`src/hdl/rfap_consts.vh`:
```
// Purpose: constants for the register field access policy bank
// Assumes: 32-bit AHB-Lite data, word-aligned registers
// Notes: offsets are byte offsets from the module base
`ifndef RFAP_CONSTS_VH
`define RFAP_CONSTS_VH

`define RFAP_BASE_ADDR 32'h4000_0000
`define RFAP_BASE_MASK 32'hffff_f000
`define RFAP_OFF_MASK 12'hffc

`define RFAP_OFF_CTRL 12'h000
`define RFAP_OFF_HWSTAT 12'h004
`define RFAP_OFF_RCCNT 12'h008
`define RFAP_OFF_WCACC 12'h00c
`define RFAP_OFF_RIS 12'h010
`define RFAP_OFF_IMASK 12'h014
`define RFAP_OFF_MIS 12'h018
`define RFAP_OFF_ICLR 12'h01c
`define RFAP_OFF_SETREG 12'h020

`define RFAP_NREG 9
`define RFAP_IDX_CTRL 0
`define RFAP_IDX_HWSTAT 1
`define RFAP_IDX_RCCNT 2
`define RFAP_IDX_WCACC 3
`define RFAP_IDX_RIS 4
`define RFAP_IDX_IMASK 5
`define RFAP_IDX_MIS 6
`define RFAP_IDX_ICLR 7
`define RFAP_IDX_SETREG 8

`define RFAP_PAD24 24'h00_0000
`define RFAP_CTRL_CNT_EN 0
`define RFAP_UNSET_HI 15
`define RFAP_UNSET_LO 8
`define RFAP_HSIZE_WORD 3'h2

`define RFAP_CTRL_W 8
`define RFAP_CTRL_RST 8'h00
`define RFAP_STAT_W 16
`define RFAP_EV_W 8
`define RFAP_ZERO32 32'h0000_0000
`define RFAP_ONE8 8'h01
`define RFAP_ZERO8 8'h00
`define RFAP_ZERO16 16'h0000

`define RFAP_HTRANS_NONSEQ 2'h2
`define RFAP_HTRANS_SEQ 2'h3
`define RFAP_HRESP_OKAY 1'h0

`endif

```
`src/hdl/rfap_bank.v`:
```
// Purpose: peripheral register bank applying common field access policies
// Assumes: single-word AHB-Lite transfers, one clock, async active-low reset
// Notes: zero wait states; read data registered at the address phase edge
//
// Added by the designer: the register offsets and register access over AHB-Lite.
`timescale 1ns/1ps
`include "rfap_consts.vh"

module rfap_bank (
	input wire clk_sys,
	input wire nrst,
	input wire hsel,
	input wire [31:0] haddr,
	input wire [1:0] htrans,
	input wire hwrite,
	input wire [2:0] hsize,
	input wire [31:0] hwdata,
	input wire hready,
	output wire [31:0] hrdata,
	output wire hreadyout,
	output wire hresp,
	input wire [15:0] hw_status,
	input wire [7:0] hw_event,
	input wire hw_count_inc,
	output wire [7:0] ctrl_out,
	output wire [7:0] set_out,
	output wire irq
);

	// ****************************************
	// address phase capture
	// ****************************************
	localparam [2:0] PH_IDLE = 3'h1;
	localparam [2:0] PH_WDATA = 3'h2;
	localparam [2:0] PH_RDATA = 3'h4;

	reg [2:0] phase_reg;
	reg [2:0] phase_next;
	reg [11:0] off_reg;
	reg [11:0] off_next;
	reg wr_pend;
	wire addr_valid;
	wire base_hit;
	wire addr_rd;
	wire addr_wr;
	wire [11:0] addr_off;

	assign base_hit = (haddr & `RFAP_BASE_MASK) == `RFAP_BASE_ADDR;
	assign addr_valid = hsel && hready && base_hit && hsize == `RFAP_HSIZE_WORD &&
		(htrans == `RFAP_HTRANS_NONSEQ || htrans == `RFAP_HTRANS_SEQ);
	assign addr_off = haddr[11:0] & `RFAP_OFF_MASK;
	assign addr_rd = addr_valid && !hwrite;
	assign addr_wr = addr_valid && hwrite;

	always @* begin
		phase_next = PH_IDLE;
		off_next = off_reg;
		case (phase_reg)
			PH_IDLE: begin
				if (addr_wr) begin
					phase_next = PH_WDATA;
				end else if (addr_rd) begin
					phase_next = PH_RDATA;
				end
			end
			PH_WDATA: begin
				if (addr_wr) begin
					phase_next = PH_WDATA;
				end else if (addr_rd) begin
					phase_next = PH_RDATA;
				end
			end
			PH_RDATA: begin
				if (addr_wr) begin
					phase_next = PH_WDATA;
				end else if (addr_rd) begin
					phase_next = PH_RDATA;
				end
			end
			default: begin
				phase_next = PH_IDLE;
			end
		endcase
		if (addr_valid) begin
			off_next = addr_off;
		end
	end

	always @(posedge clk_sys or negedge nrst) begin
		if (!nrst) begin
			phase_reg <= PH_IDLE;
			off_reg <= 12'h000;
		end else begin
			phase_reg <= phase_next;
			off_reg <= off_next;
		end
	end

	always @* begin
		wr_pend = 1'b0;
		case (phase_reg)
			PH_IDLE: begin
				wr_pend = 1'b0;
			end
			PH_WDATA: begin
				wr_pend = 1'b1;
			end
			PH_RDATA: begin
				wr_pend = 1'b0;
			end
			default: begin
				wr_pend = 1'b0;
			end
		endcase
	end

	// ****************************************
	// register select
	// ****************************************
	wire [11:0] reg_off [0:`RFAP_NREG-1];
	wire [`RFAP_NREG-1:0] rd_sel;
	wire [`RFAP_NREG-1:0] wr_sel;

	assign reg_off[`RFAP_IDX_CTRL] = `RFAP_OFF_CTRL;
	assign reg_off[`RFAP_IDX_HWSTAT] = `RFAP_OFF_HWSTAT;
	assign reg_off[`RFAP_IDX_RCCNT] = `RFAP_OFF_RCCNT;
	assign reg_off[`RFAP_IDX_WCACC] = `RFAP_OFF_WCACC;
	assign reg_off[`RFAP_IDX_RIS] = `RFAP_OFF_RIS;
	assign reg_off[`RFAP_IDX_IMASK] = `RFAP_OFF_IMASK;
	assign reg_off[`RFAP_IDX_MIS] = `RFAP_OFF_MIS;
	assign reg_off[`RFAP_IDX_ICLR] = `RFAP_OFF_ICLR;
	assign reg_off[`RFAP_IDX_SETREG] = `RFAP_OFF_SETREG;

	genvar ri;
	generate
		for (ri = 0; ri < `RFAP_NREG; ri = ri + 1) begin : g_sel
			assign rd_sel[ri] = addr_rd && addr_off == reg_off[ri];
			assign wr_sel[ri] = wr_pend && off_reg == reg_off[ri];
		end
	endgenerate

	wire wr_ctrl = wr_sel[`RFAP_IDX_CTRL];
	wire rd_cnt = rd_sel[`RFAP_IDX_RCCNT];
	wire wr_wc = wr_sel[`RFAP_IDX_WCACC];
	wire wr_ris = wr_sel[`RFAP_IDX_RIS];
	wire wr_mask = wr_sel[`RFAP_IDX_IMASK];
	wire wr_iclr = wr_sel[`RFAP_IDX_ICLR];
	wire wr_set = wr_sel[`RFAP_IDX_SETREG];

	// ****************************************
	// read-write control
	// ****************************************
	reg [7:0] ctrl_reg;
	reg [7:0] ctrl_next;

	always @* begin
		ctrl_next = ctrl_reg;
		if (wr_ctrl) begin
			ctrl_next = hwdata[7:0];
		end
	end

	always @(posedge clk_sys or negedge nrst) begin
		if (!nrst) begin
			ctrl_reg <= `RFAP_CTRL_RST;
		end else begin
			ctrl_reg <= ctrl_next;
		end
	end
	assign ctrl_out = ctrl_reg;

	// ****************************************
	// clear-on-read event counter
	// ****************************************
	reg [7:0] rccnt_reg;
	reg [7:0] rccnt_next;
	wire cnt_clr;
	wire cnt_inc;

	assign cnt_clr = rd_cnt;
	assign cnt_inc = hw_count_inc && ctrl_reg[`RFAP_CTRL_CNT_EN];

	always @* begin
		rccnt_next = rccnt_reg;
		if (cnt_clr) begin
			rccnt_next = `RFAP_ZERO8;
		end
		if (cnt_inc) begin
			rccnt_next = rccnt_next + `RFAP_ONE8;
		end
	end

	always @(posedge clk_sys or negedge nrst) begin
		if (!nrst) begin
			rccnt_reg <= `RFAP_ZERO8;
		end else begin
			rccnt_reg <= rccnt_next;
		end
	end

	// ****************************************
	// write-to-clear accumulator
	// ****************************************
	reg [15:0] wcacc_reg;
	reg [15:0] wcacc_next;

	always @* begin
		wcacc_next = wcacc_reg | hw_status;
		if (wr_wc) begin
			wcacc_next = hw_status;
		end
	end

	always @(posedge clk_sys or negedge nrst) begin
		if (!nrst) begin
			wcacc_reg <= `RFAP_ZERO16;
		end else begin
			wcacc_reg <= wcacc_next;
		end
	end

	// ****************************************
	// interrupt status, mask, set register
	// ****************************************
	reg [7:0] ris_reg;
	reg [7:0] mask_reg;
	reg [7:0] set_reg;
	reg [7:0] mask_next;
	wire [7:0] ris_next;
	wire [7:0] set_next;
	wire [7:0] clr_bits;
	wire [7:0] set_bits;
	wire [7:0] unset_bits;

	assign clr_bits = (wr_ris || wr_iclr) ? hwdata[7:0] : `RFAP_ZERO8;
	assign set_bits = wr_set ? hwdata[7:0] : `RFAP_ZERO8;
	assign unset_bits = wr_ctrl ? hwdata[`RFAP_UNSET_HI:`RFAP_UNSET_LO] : `RFAP_ZERO8;

	genvar gi;
	generate
		for (gi = 0; gi < `RFAP_EV_W; gi = gi + 1) begin : g_bit
			assign ris_next[gi] = hw_event[gi] || (ris_reg[gi] && !clr_bits[gi]);
			assign set_next[gi] = set_bits[gi] || (set_reg[gi] && !unset_bits[gi]);
		end
	endgenerate

	always @* begin
		mask_next = mask_reg;
		if (wr_mask) begin
			mask_next = hwdata[7:0];
		end
	end

	always @(posedge clk_sys or negedge nrst) begin
		if (!nrst) begin
			ris_reg <= `RFAP_ZERO8;
			mask_reg <= `RFAP_ZERO8;
			set_reg <= `RFAP_ZERO8;
		end else begin
			ris_reg <= ris_next;
			mask_reg <= mask_next;
			set_reg <= set_next;
		end
	end

	assign set_out = set_reg;
	assign irq = |(ris_reg & mask_reg);

	// ****************************************
	// read words, reserved bits tied to zero
	// ****************************************
	wire [31:0] rd_word [0:`RFAP_NREG-1];
	wire [31:0] rd_term [0:`RFAP_NREG-1];
	wire [31:0] rd_acc [0:`RFAP_NREG];
	wire [31:0] rdata_next;

	assign rd_word[`RFAP_IDX_CTRL] = {`RFAP_PAD24, ctrl_reg};
	assign rd_word[`RFAP_IDX_HWSTAT] = {`RFAP_ZERO16, hw_status};
	assign rd_word[`RFAP_IDX_RCCNT] = {`RFAP_PAD24, rccnt_reg};
	assign rd_word[`RFAP_IDX_WCACC] = {`RFAP_ZERO16, wcacc_reg};
	assign rd_word[`RFAP_IDX_RIS] = {`RFAP_PAD24, ris_reg};
	assign rd_word[`RFAP_IDX_IMASK] = {`RFAP_PAD24, mask_reg};
	assign rd_word[`RFAP_IDX_MIS] = {`RFAP_PAD24, ris_reg & mask_reg};
	assign rd_word[`RFAP_IDX_ICLR] = `RFAP_ZERO32;
	assign rd_word[`RFAP_IDX_SETREG] = {`RFAP_PAD24, set_reg};

	assign rd_acc[0] = `RFAP_ZERO32;

	genvar mi;
	generate
		for (mi = 0; mi < `RFAP_NREG; mi = mi + 1) begin : g_rd
			assign rd_term[mi] = rd_sel[mi] ? rd_word[mi] : `RFAP_ZERO32;
			assign rd_acc[mi + 1] = rd_acc[mi] | rd_term[mi];
		end
	endgenerate

	assign rdata_next = rd_acc[`RFAP_NREG];

	// ****************************************
	// read data register and response
	// ****************************************
	reg [31:0] rdata_reg;

	always @(posedge clk_sys or negedge nrst) begin
		if (!nrst) begin
			rdata_reg <= `RFAP_ZERO32;
		end else begin
			rdata_reg <= rdata_next;
		end
	end

	reg ready_comb;
	reg resp_comb;

	always @* begin
		ready_comb = 1'b1;
		resp_comb = `RFAP_HRESP_OKAY;
		case (phase_reg)
			PH_IDLE: begin
				ready_comb = 1'b1;
				resp_comb = `RFAP_HRESP_OKAY;
			end
			PH_WDATA: begin
				ready_comb = 1'b1;
				resp_comb = `RFAP_HRESP_OKAY;
			end
			PH_RDATA: begin
				ready_comb = 1'b1;
				resp_comb = `RFAP_HRESP_OKAY;
			end
			default: begin
				ready_comb = 1'b1;
				resp_comb = `RFAP_HRESP_OKAY;
			end
		endcase
	end

	assign hrdata = rdata_reg;
	assign hreadyout = ready_comb;
	assign hresp = resp_comb;

endmodule // rfap_bank

```
`config.mk`:
```
export PLATFORM = sky130hd
export DESIGN_NAME = rfap_bank
export DESIGN_NICKNAME = d
export VERILOG_FILES = /design/src/hdl/rfap_bank.v
export VERILOG_INCLUDE_DIRS = /design/src /design/src/hdl
export SDC_FILE = /design/constraint.sdc
export NUM_CORES = 1
export LEC_CHECK = 0
export ABC_AREA = 1
export BUFFER_PORTS_ARGS = -buffer_cell sky130_fd_sc_hd__buf_2
export CAP_MARGIN = 20
export CORE_MARGIN = 5
export CORE_UTILIZATION = 25
export DETAILED_ROUTE_END_ITERATION = 10
export PLACE_DENSITY_LB_ADDON = 0.2
export SYNTH_ARGS = -nofsm -noshare
export SYNTH_HDL_FRONTEND = slang
export SYNTH_SLANG_ARGS = --single-unit
export TNS_END_PERCENT = 30
```
`constraint.sdc`:
```
create_clock -name clk_sys -period 2.2 [get_ports clk_sys]
set_input_delay 0.22 -clock clk_sys [delete_from_list [all_inputs] [get_ports clk_sys]]
set_output_delay 0.22 -clock clk_sys [all_outputs]
set_load 0.005 [all_outputs]
```
==> impl_metrics.ini, run 1 <==
[power]
power_w = 0.00351
ir_drop_uv = 385
p_sw_share_pct = 25.7
power.internal_w = 0.00261
power_leakage_nw = 3.05
clock_power_share_pct = 41.0
switching_power_w = 0.000903
p_per_area_mw_per_mm2 = 624
seqPwrFrac_pct = 48.1
p_comb_share_pct = 10.9

[setup_path]
crit_type = flop to output pin
r2r_start = phase_reg[2]
crit_required_ns = 1.98
r2r_slack_ns = 0.44
reg2reg_to = set_out[6]
crit_chain = nand2_1 > nand2_1 > or4_1 > buf_2
rr_worst_depth = 9
slowest_delay_ns = 0.49
crit_top_cell = nand2_1
critPathMaxFanout = 3
cp.depth = 4
path_delay_family = simple AND/OR/NAND/NOR gates
start_kind = flop
cp.buffers_inverters = 1
cpMaxStageDelayCell = or4_1
end_kind = output pin
startpoint = ris_reg[7]
crit_path_end = irq
critPathArrivalTime_ns = 1.57

[placed_design]
port_buffers = 112
place_congestion = 0.817
post_dp_cell_area_mm2 = 0.00533
hpwl_um = 10600
preCtsSetupSlack_ns = 0.232

[cells_and_area]
design_area_mm2 = 0.00562
regArea_mm2 = 0.00213
nFillCells = 1935
final_cell_mix = nand2_1, buf_2, dfrtp_1
nNetsFinal = 779
multi_input_area_mm2 = 0.00188
drive_above_1_share_pct = 25.4
diodes = 0
area_growth_pct = 21.7

[timing]
hold_slack_ns = 0.0641
rsz0062_at_grt = no
finalSetupViolCount = 0
period_needed_ns = 1.79
skew_ns = 0.00629
max_freq_ghz = 0.560
setup_slack_ns = 0.413
timing.final.crit_share_pct = 81.2
hold_viol = 0
finalMaxSlewViolations = 0
fin_setup_tns_ns = 0

[yosys]
yosys_warnings = 0
seq_area_frac_synth_pct = 46.1
yosys_register_bits = 85
syn_area_mm2 = 0.00462
syn_inst = 574
avgSynthCellArea_um2 = 8.05
yosysUniqueCellTypes = 35

[routing]
ant_nets = 0
routed_wl_um = 13700
drt_first_iter_violations = 206
vias = 4085
wl_per_cell_um = 15.0
route.detailed.drc = 0
via_per_inst = 4.47
dr.pass1.iters = 4

[global_routing]
antenna_found_initial = 0
grt_pass1_wl_um = 22300
grt_usage_pct = 13.1
grt_pass1_vias = 4226
grt-ovfl-total = 0
grt_max_degree = 56

[floorplanning]
num_io_pins = 150
dieArea_mm2 = 0.0213
fp.dieH_um = 146
start_util_pct = 25.5
core_area_mm2 = 0.0181
die_w_um = 146
row_count = 49

[clock_tree]
clkTransAtPathRegs_ns = 0.06
cts_tree = done
root_buffer = clkbuf_16
clk_latency_ns = 0.34
htree_levels = 3
numCtsBuffers = 9
clockBufferDepth = 2
cts.sinks = 85

[flow_run]
cap_violations = 0

[outcome]
outcome = complete, no violations

[hold_path]
min_path_type = input port to flop
## worst reg2reg max path, cell delays in order, from the launching register on
cell	delay (ns)
dfrtp_1	0.37
nor2_1	0.10
inv_1	0.06
nor2_2	0.12
inv_2	0.06
nor2_2	0.16
inv_2	0.07
nor2_4	0.18
nand2_1	0.29
o21ai_0	0.26
## stage by stage
step | utilization [%] | instances
floorplan | - | 590
global route | 31.1 | 913
detailed placement | 29.5 | 896
finish | 31.1 | 913
CTS | 31.1 | 913
global placement | 29.5 | 896
## cell families after synthesis
family	after synthesis	share of synthesized area, %
other	2	0.163
AO/OA/AOI/OAI	71	8.29
multiplexers	6	1.46
flip-flops	85	46.1
AND/OR/NAND/NOR	268	28.4
adder cells (fa/ha/maj)	1	0.271
XOR/XNOR	4	0.758
buffers and inverters	137	14.6
## synth_stat cells
master | n | area share (%)
nand2_2 | 2 | 0.27
o22ai_1 | 8 | 1.1
nand3_1 | 27 | 2.9
inv_1 | 80 | 6.5
o21ai_1 | 19 | 2.1
or4_1 | 2 | 0.32
o21ai_0 | 35 | 3.8
nor3_1 | 2 | 0.22
conb_1 | 2 | 0.16
nor3b_2 | 1 | 0.27
or2_2 | 2 | 0.27
nor2_2 | 2 | 0.27
ha_1 | 1 | 0.27
clkbuf_1 | 8 | 0.65
xor2_1 | 3 | 0.57
nor3b_1 | 2 | 0.32
nor3_4 | 1 | 0.35
buf_6 | 3 | 0.73
nor2_1 | 50 | 4.1
dfstp_2 | 1 | 0.57
inv_2 | 4 | 0.32
nor3_2 | 4 | 0.87
nand3_2 | 1 | 0.22
dfrtp_1 | 84 | 45
nand4_2 | 1 | 0.27
nand4_1 | 56 | 7.6
nand2_1 | 111 | 9.0
buf_4 | 35 | 5.7
xnor2_1 | 1 | 0.19
a21oi_1 | 2 | 0.22
mux2_2 | 6 | 1.5
nand3_4 | 1 | 0.38
o21bai_1 | 7 | 1.1
nor2_4 | 3 | 0.73
buf_2 | 7 | 0.76
## cell type report
| cell class | instances | area share (%) |
|---|---|---|
| clock inverters | 3 | 0.356 |
| inverters | 84 | 5.61 |
| repair buffers | 131 | 13.0 |
| clock buffers | 13 | 4.63 |
| flip-flops and latches | 85 | 37.8 |
| well taps | 229 | 5.09 |
| multi-input cells | 368 | 33.4 |
## how the worst min path moves through the flow
stage	depth (start not counted)	slack [ns]	end	start
floorplan	0	-0.08	ctrl_out[0]	nrst
global placement	1	0.18	wcacc_reg[9]	nrst
detailed placement	1	0.19	hrdata[14]	nrst
CTS	3	0.05	ris_reg[2]	hw_event[2]
global route	3	0.06	ris_reg[1]	hw_event[1]
finish	3	0.06	ris_reg[1]	hw_event[1]
## metal layers
metal | GRT usage, % | part of all wire [%]
met5 | 0 | 0
met4 | 3.94 | 1.3
met3 | 2.99 | 5.3
met2 | 21.9 | 48
met1 | 17.1 | 45
## repair_timing
action / in CTS / in global routing
endpoints found under the hold margin: 29 / 0
resized for setup: 0 / 0
hold buffers: 1 / 0
setup buffers: 0 / 0
## power groups by stage
stage	logic [W]	clock network (W)	registers, W
finish	0.000384	0.00144	0.00169
global route	0.000444	0.00156	0.00169
CTS	0.000387	0.00149	0.00169
detailed placement	0.000381	0	0.00172
global placement	0.000371	0	0.00172
floorplan	0.000243	0	0.00170
(Power assumes the default switching activity.)
==> run 2: changes to the inputs <==
--- a/config.mk
+++ b/config.mk
@@ -6,7 +6,7 @@
 export SDC_FILE = /design/constraint.sdc
 export NUM_CORES = 1
 export LEC_CHECK = 0
-export ABC_AREA = 1
+export ABC_AREA = 0
 export BUFFER_PORTS_ARGS = -buffer_cell sky130_fd_sc_hd__buf_2
 export CAP_MARGIN = 20
 export CORE_MARGIN = 5
==> constraint.sdc (replaced) <==
create_clock -name clk_sys -period 1.75 [get_ports clk_sys]
set_input_delay 0.175 -clock clk_sys [delete_from_list [all_inputs] [get_ports clk_sys]]
set_output_delay 0.175 -clock clk_sys [all_outputs]
set_load 0.005 [all_outputs]
==> run 2 against run 1 <==
The run now ends with negative setup slack left. Synthesized area shrank 6.4%. Synthesized cell count shrank 30%. Worst hold slack lost 0.033 ns. Routed wire length grew 1.9%. Die area shrank 5.9%. Via count shrank 12%. First-iteration DRC count shrank 8.7%. Critical endpoint is now mask_reg[7]. Register-to-register slack lost 0.60 ns. Largest cell class unchanged. Sequential power grew 28%. Largest power group unchanged. Global-route usage grew 1.0 points.
==> impl_metrics.ini, run 2 <==
[setup_path]
critPathArrivalTime_ns = 2.13
end_kind = flop
cp.buffers_inverters = 2
crit_required_ns = 1.97
critPathMaxFanout = 6
cpMaxStageDelayCell = dfrtp_1
path_delay_family = simple AND/OR/NAND/NOR gates
start_kind = flop
slowest_delay_ns = 0.39
crit_chain = nor4_2 > buf_4 > and4b_2 > nand4b_1 > buf_6 > mux2_2
crit_type = flop to flop

[global_routing]
grt_max_degree = 33
grt_pass1_wl_um = 21700
grt-ovfl-total = 0
grt_usage_pct = 14.1
grt_pass1_vias = 3782
antenna_found_initial = 0

[timing]
finalSetupViolCount = 44
hold_viol = 0
finalMaxSlewViolations = 0
timing.final.crit_share_pct = 109
skew_ns = 0.00998
rsz0062_at_grt = yes
period_needed_ns = 1.91
setup_slack_ns = -0.161
max_freq_ghz = 0.523

[routing]
via_per_inst = 4.63
route.detailed.drc = 0
dr.pass1.iters = 4
routed_wl_um = 14000
vias = 3582
drt_first_iter_violations = 188
wl_per_cell_um = 18.1
ant_nets = 0

[cells_and_area]
fin_cells = 774
nNetsFinal = 646
regArea_mm2 = 0.00213
layout_commonest_cell = buf_2
drive_above_1_share_pct = 42.4
design_area_mm2 = 0.00576
final_cell_mix = buf_2, dfrtp_1, buf_4
multi_input_area_mm2 = 0.00198
diodes = 0
nFillCells = 1785
area_growth_pct = 33.1

[yosys]
syn_area_mm2 = 0.00433
synth_top_area_share_pct = 48.6
yosys-top-cells-count = dfrtp_1, buf_4, nor2_1, mux2_2, nand3_1
seq_area_frac_synth_pct = 49.2
netlist_top_cells_area = dfrtp_1, mux2_2, buf_4
yosysUniqueCellTypes = 51
synth-async-reset-ratio_pct = 100
yosys_warnings = 0
syn_inst = 399
yosys_register_bits = 85
avgSynthCellArea_um2 = 10.8
synth_top_area_cell = dfrtp_1
ys.flop_type = dfrtp_1
synthMostInstantiatedCell = dfrtp_1
synth_edf_count = 0

[clock_tree]
htree_levels = 3
cts_tree = done
clockBufferDepth = 2
clk_latency_ns = 0.34
root_buffer = clkbuf_16
numCtsBuffers = 9
clkTransAtPathRegs_ns = 0.06
cts.sinks = 85

[power]
p_per_area_mw_per_mm2 = 812
ir_drop_uv = 438
power_w = 0.00468
power_leakage_nw = 2.58

[floorplanning]
num_io_pins = 150
dieArea_mm2 = 0.0200
core_area_mm2 = 0.0171
fp.dieH_um = 142
die_w_um = 142
start_util_pct = 25.3
row_count = 48

[placed_design]
hpwl_um = 11000
port_buffers = 112
dp.cells = 757
post_dp_cell_area_mm2 = 0.00536
place_congestion = 0.802

[hold_path]
min_path_type = input port to flop

[flow_run]
cap_violations = 0

[outcome]
violations = negative setup slack
outcome = finished with violations
-- run 2: final timing paths --
kind                              start      endpoint  slack (ns)  cells after the start
max reg2reg                 off_reg[10]   mask_reg[7]       -0.16                      6
min                        hw_status[3]  wcacc_reg[3]        0.03                      2
min reg2reg                wcacc_reg[5]  wcacc_reg[5]        0.48                      1
max in group asynchronous          nrst     hrdata[1]        0.79                      3
max                         off_reg[10]   mask_reg[7]       -0.16                      6
min in group asynchronous          nrst     hrdata[4]        0.32                      2
-- run 2: repair_timing --
action                                  CTS  global route
hold endpoints to repair                 29             0
hold buffers                              1             0
setup buffers                             2             0
resized for setup                         8             7
pin swaps                                 7            12
endpoints found under the setup margin   49            68
-- run 2: cells by family (layout without fill, tap and decap cells) --
family / count (synthesis) / after routing / share of synthesized area [%]
and+or+nand+nor: 128 / 128 / 17.0
AOI/OAI and AO/OA: 81 / 81 / 13.6
xor gates and xnor gates: 9 / 9 / 1.82
muxes: 33 / 33 / 9.51
DFF: 85 / 85 / 49.2
buffers and inverters: 60 / 194 / 8.36
adders and majority gates: 1 / 1 / 0.289
other: 2 / 18 / 0.174
-- run 2: per-layer routing --
metal,vias to the layer above,global-route usage (%),share of wire (%)
met5,-,0,0
met4,0,3.28,1.0
met3,14,3.34,4.7
met2,99,23.4,50
met1,1778,18.8,45
li1,1691,-,-
-- run 2: area by class of cell --
type	instances	share of cell area (%)
timing repair buffer	168	17.7
multi-input combinational	270	34.4
clock buffer	13	4.69
sequential	85	37.0
inverter	12	0.782
clock inverter	1	0.522
tap	225	4.89
-- run 2: report_power, final --
part           leakage, nW  internal (W)  switching (W)
combinational         1.42      0.000281       0.000276
clock                0.148       0.00121       0.000747
sequential            1.01       0.00204       0.000122
-- run 2: metrics by stage --
step | worst slack, ns | util [%] | TNS (ns) | hold WS, ns
2_1_floorplan | -0.230 | - | -1.34 | -0.121
3_3_place_gp | -0.258 | 31.3 | -12.60 | 0.149
3_5_place_dp | -0.330 | 31.3 | -14.51 | 0.156
4_1_cts | -0.159 | 33.4 | -3.82 | 0.0109
5_1_grt | -0.264 | 33.6 | -8.28 | 0.0316
6_report | -0.161 | 33.6 | -3.13 | 0.0315
==> run 3: changes to the inputs <==
--- a/config.mk
+++ b/config.mk
@@ -7,11 +7,11 @@
 export NUM_CORES = 1
 export LEC_CHECK = 0
 export ABC_AREA = 0
-export BUFFER_PORTS_ARGS = -buffer_cell sky130_fd_sc_hd__buf_2
 export CAP_MARGIN = 20
 export CORE_MARGIN = 5
 export CORE_UTILIZATION = 25
 export DETAILED_ROUTE_END_ITERATION = 10
+export DONT_BUFFER_PORTS = 1
 export PLACE_DENSITY_LB_ADDON = 0.2
 export SYNTH_ARGS = -nofsm -noshare
 export SYNTH_HDL_FRONTEND = slang
==> run 3 against run 2 <==
The flow finishes with violations (negative hold slack, negative setup slack). First-iteration DRC count fell by 4.8%. Clock power rose by 15%. Fmax rose by 5.4%. Clock-buffer cell count fell by 2. Global-route usage rose by 0.21 points. Critical path type unchanged. Highest routed layer unchanged.
==> impl_metrics.ini, run 3 (synthesis gave the netlist of run 2 again) <==
[hold_path]
min_path_type = input port to async pin

[floorplanning]
core_area_mm2 = 0.0171
dieArea_mm2 = 0.0200
num_io_pins = 150
die_w_um = 142
fp.dieH_um = 142
row_count = 48
start_util_pct = 25.3

[clock_tree]
numCtsBuffers = 9
cts.sinks = 85
clk_latency_ns = 0.35
clkTransAtPathRegs_ns = 0.07
clockBufferDepth = 2
cts_setup_buffers = 0
holdBufCountCts = 48
htree_levels = 3
cts_tree = done
root_buffer = clkbuf_16

[power]
p_per_area_mw_per_mm2 = 875
power_leakage_nw = 2.22
ir_drop_uv = 438

[cells_and_area]
multi_input_area_mm2 = 0.00195
regArea_mm2 = 0.00213
nNetsFinal = 557
design_area_mm2 = 0.00552
nFillCells = 1776
drive_above_1_share_pct = 20.6
fin_cells = 687
diodes = 0
layout_commonest_cell = dfrtp_1
area_growth_pct = 27.6
final_cell_mix = dfrtp_1, dlygate4sd3_1, nor2_1
final_util_pct = 32.2

[setup_path]
reg2reg_to = mask_reg[2]
rr_worst_depth = 5
critPathMaxFanout = 5
r2r_start = off_reg[10]
crit_type = flop to flop
r2r_slack_ns = -0.06
end_kind = flop
startpoint = off_reg[10]
critPathArrivalTime_ns = 2.04
start_kind = flop
crit_required_ns = 1.98
crit_path_end = mask_reg[2]

[global_routing]
grt_usage_pct = 14.3
antenna_found_initial = 0
grt_pass1_vias = 3438
grt_max_degree = 86
grt_pass1_wl_um = 21300
grt-ovfl-total = 0

[timing]
period_needed_ns = 1.81
hold_slack_ns = -0.472
rsz0062_at_grt = yes
setup_slack_ns = -0.0624
finalSetupViolCount = 18
fin_setup_tns_ns = -0.517
timing.final.crit_share_pct = 104
finalMaxSlewViolations = 0
skew_ns = 0.00921
hold_viol = 85
max_freq_ghz = 0.552

[placed_design]
port_buffers = 0
dp.cells = 623
place_congestion = 0.838
post_dp_cell_area_mm2 = 0.00466
hpwl_um = 10200

[routing]
wl_per_cell_um = 20.5
via_per_inst = 4.83
route.detailed.drc = 0
routed_wl_um = 14100
drt_first_iter_violations = 179
ant_nets = 0
dr.pass1.iters = 4
vias = 3319

[flow_run]
cap_violations = 0

[outcome]
outcome = finished with violations
violations = negative hold slack, negative setup slack
==> run 3: worst min path at each step <==
stage / start / endpoint / slack (ns) / depth (start not counted)
3_5_place_dp: nrst / rccnt_reg[0] / -0.11 / 0
6_report: nrst / off_reg[4] / -0.47 / 0
2_1_floorplan: nrst / ctrl_out[0] / -0.12 / 0
5_1_grt: nrst / ctrl_out[5] / -0.50 / 0
4_1_cts: nrst / ctrl_out[5] / -0.50 / 0
3_3_place_gp: nrst / hrdata[4] / -0.11 / 0
==> run 3: report_power, final <==
group / switching [W] / leakage (nW) / total (W) / internal (W)
Clock: 0.000809 / 0.166 / 0.00225 / 0.00144
Combinational: 0.000167 / 1.04 / 0.000417 / 0.000249
Sequential: 0.000119 / 1.01 / 0.00216 / 0.00204
==> run 3: layout make-up <==
cell class	instances	area share, %
Inverter	12	0.816
Sequential cell	85	38.6
Clock buffer	11	4.40
Clock inverter	5	1.93
Multi-Input combinational cell	270	35.3
Timing Repair Buffer	79	13.9
Tap cell	225	5.10
==> run 3: worst max-delay path: stages, from the launching register on <==
cell and delay, ns:
dfrtp_1 0.42, nor4_4 0.31, and4b_2 0.34, nand4b_1 0.17, buf_4 0.20, mux2_2 0.26
==> run 3: metal layers <==
layer  vias up  routed length (um)  track usage [%]
met2       105                6800             23.1
met3        17                 931             3.98
met4         0                 274             5.71
met1      1673                6050             18.3
met5         -                   0                0
li1       1524                   -                -
==> run 3: timing repair <==
action	in CTS	in global routing
endpoints found under the hold margin	151	85
resized for setup	3	2
pin swaps	3	9
setup endpoints to repair	47	47
==> run 3: per-stage QoR <==
step | power [W] | worst slack [ns]
after floorplan | 0.00245 | -0.230
after global placement | 0.00251 | -0.190
after detailed placement | 0.00251 | -0.209
after CTS | 0.00491 | -0.0784
after global routing | 0.00504 | -0.125
final | 0.00483 | -0.0624
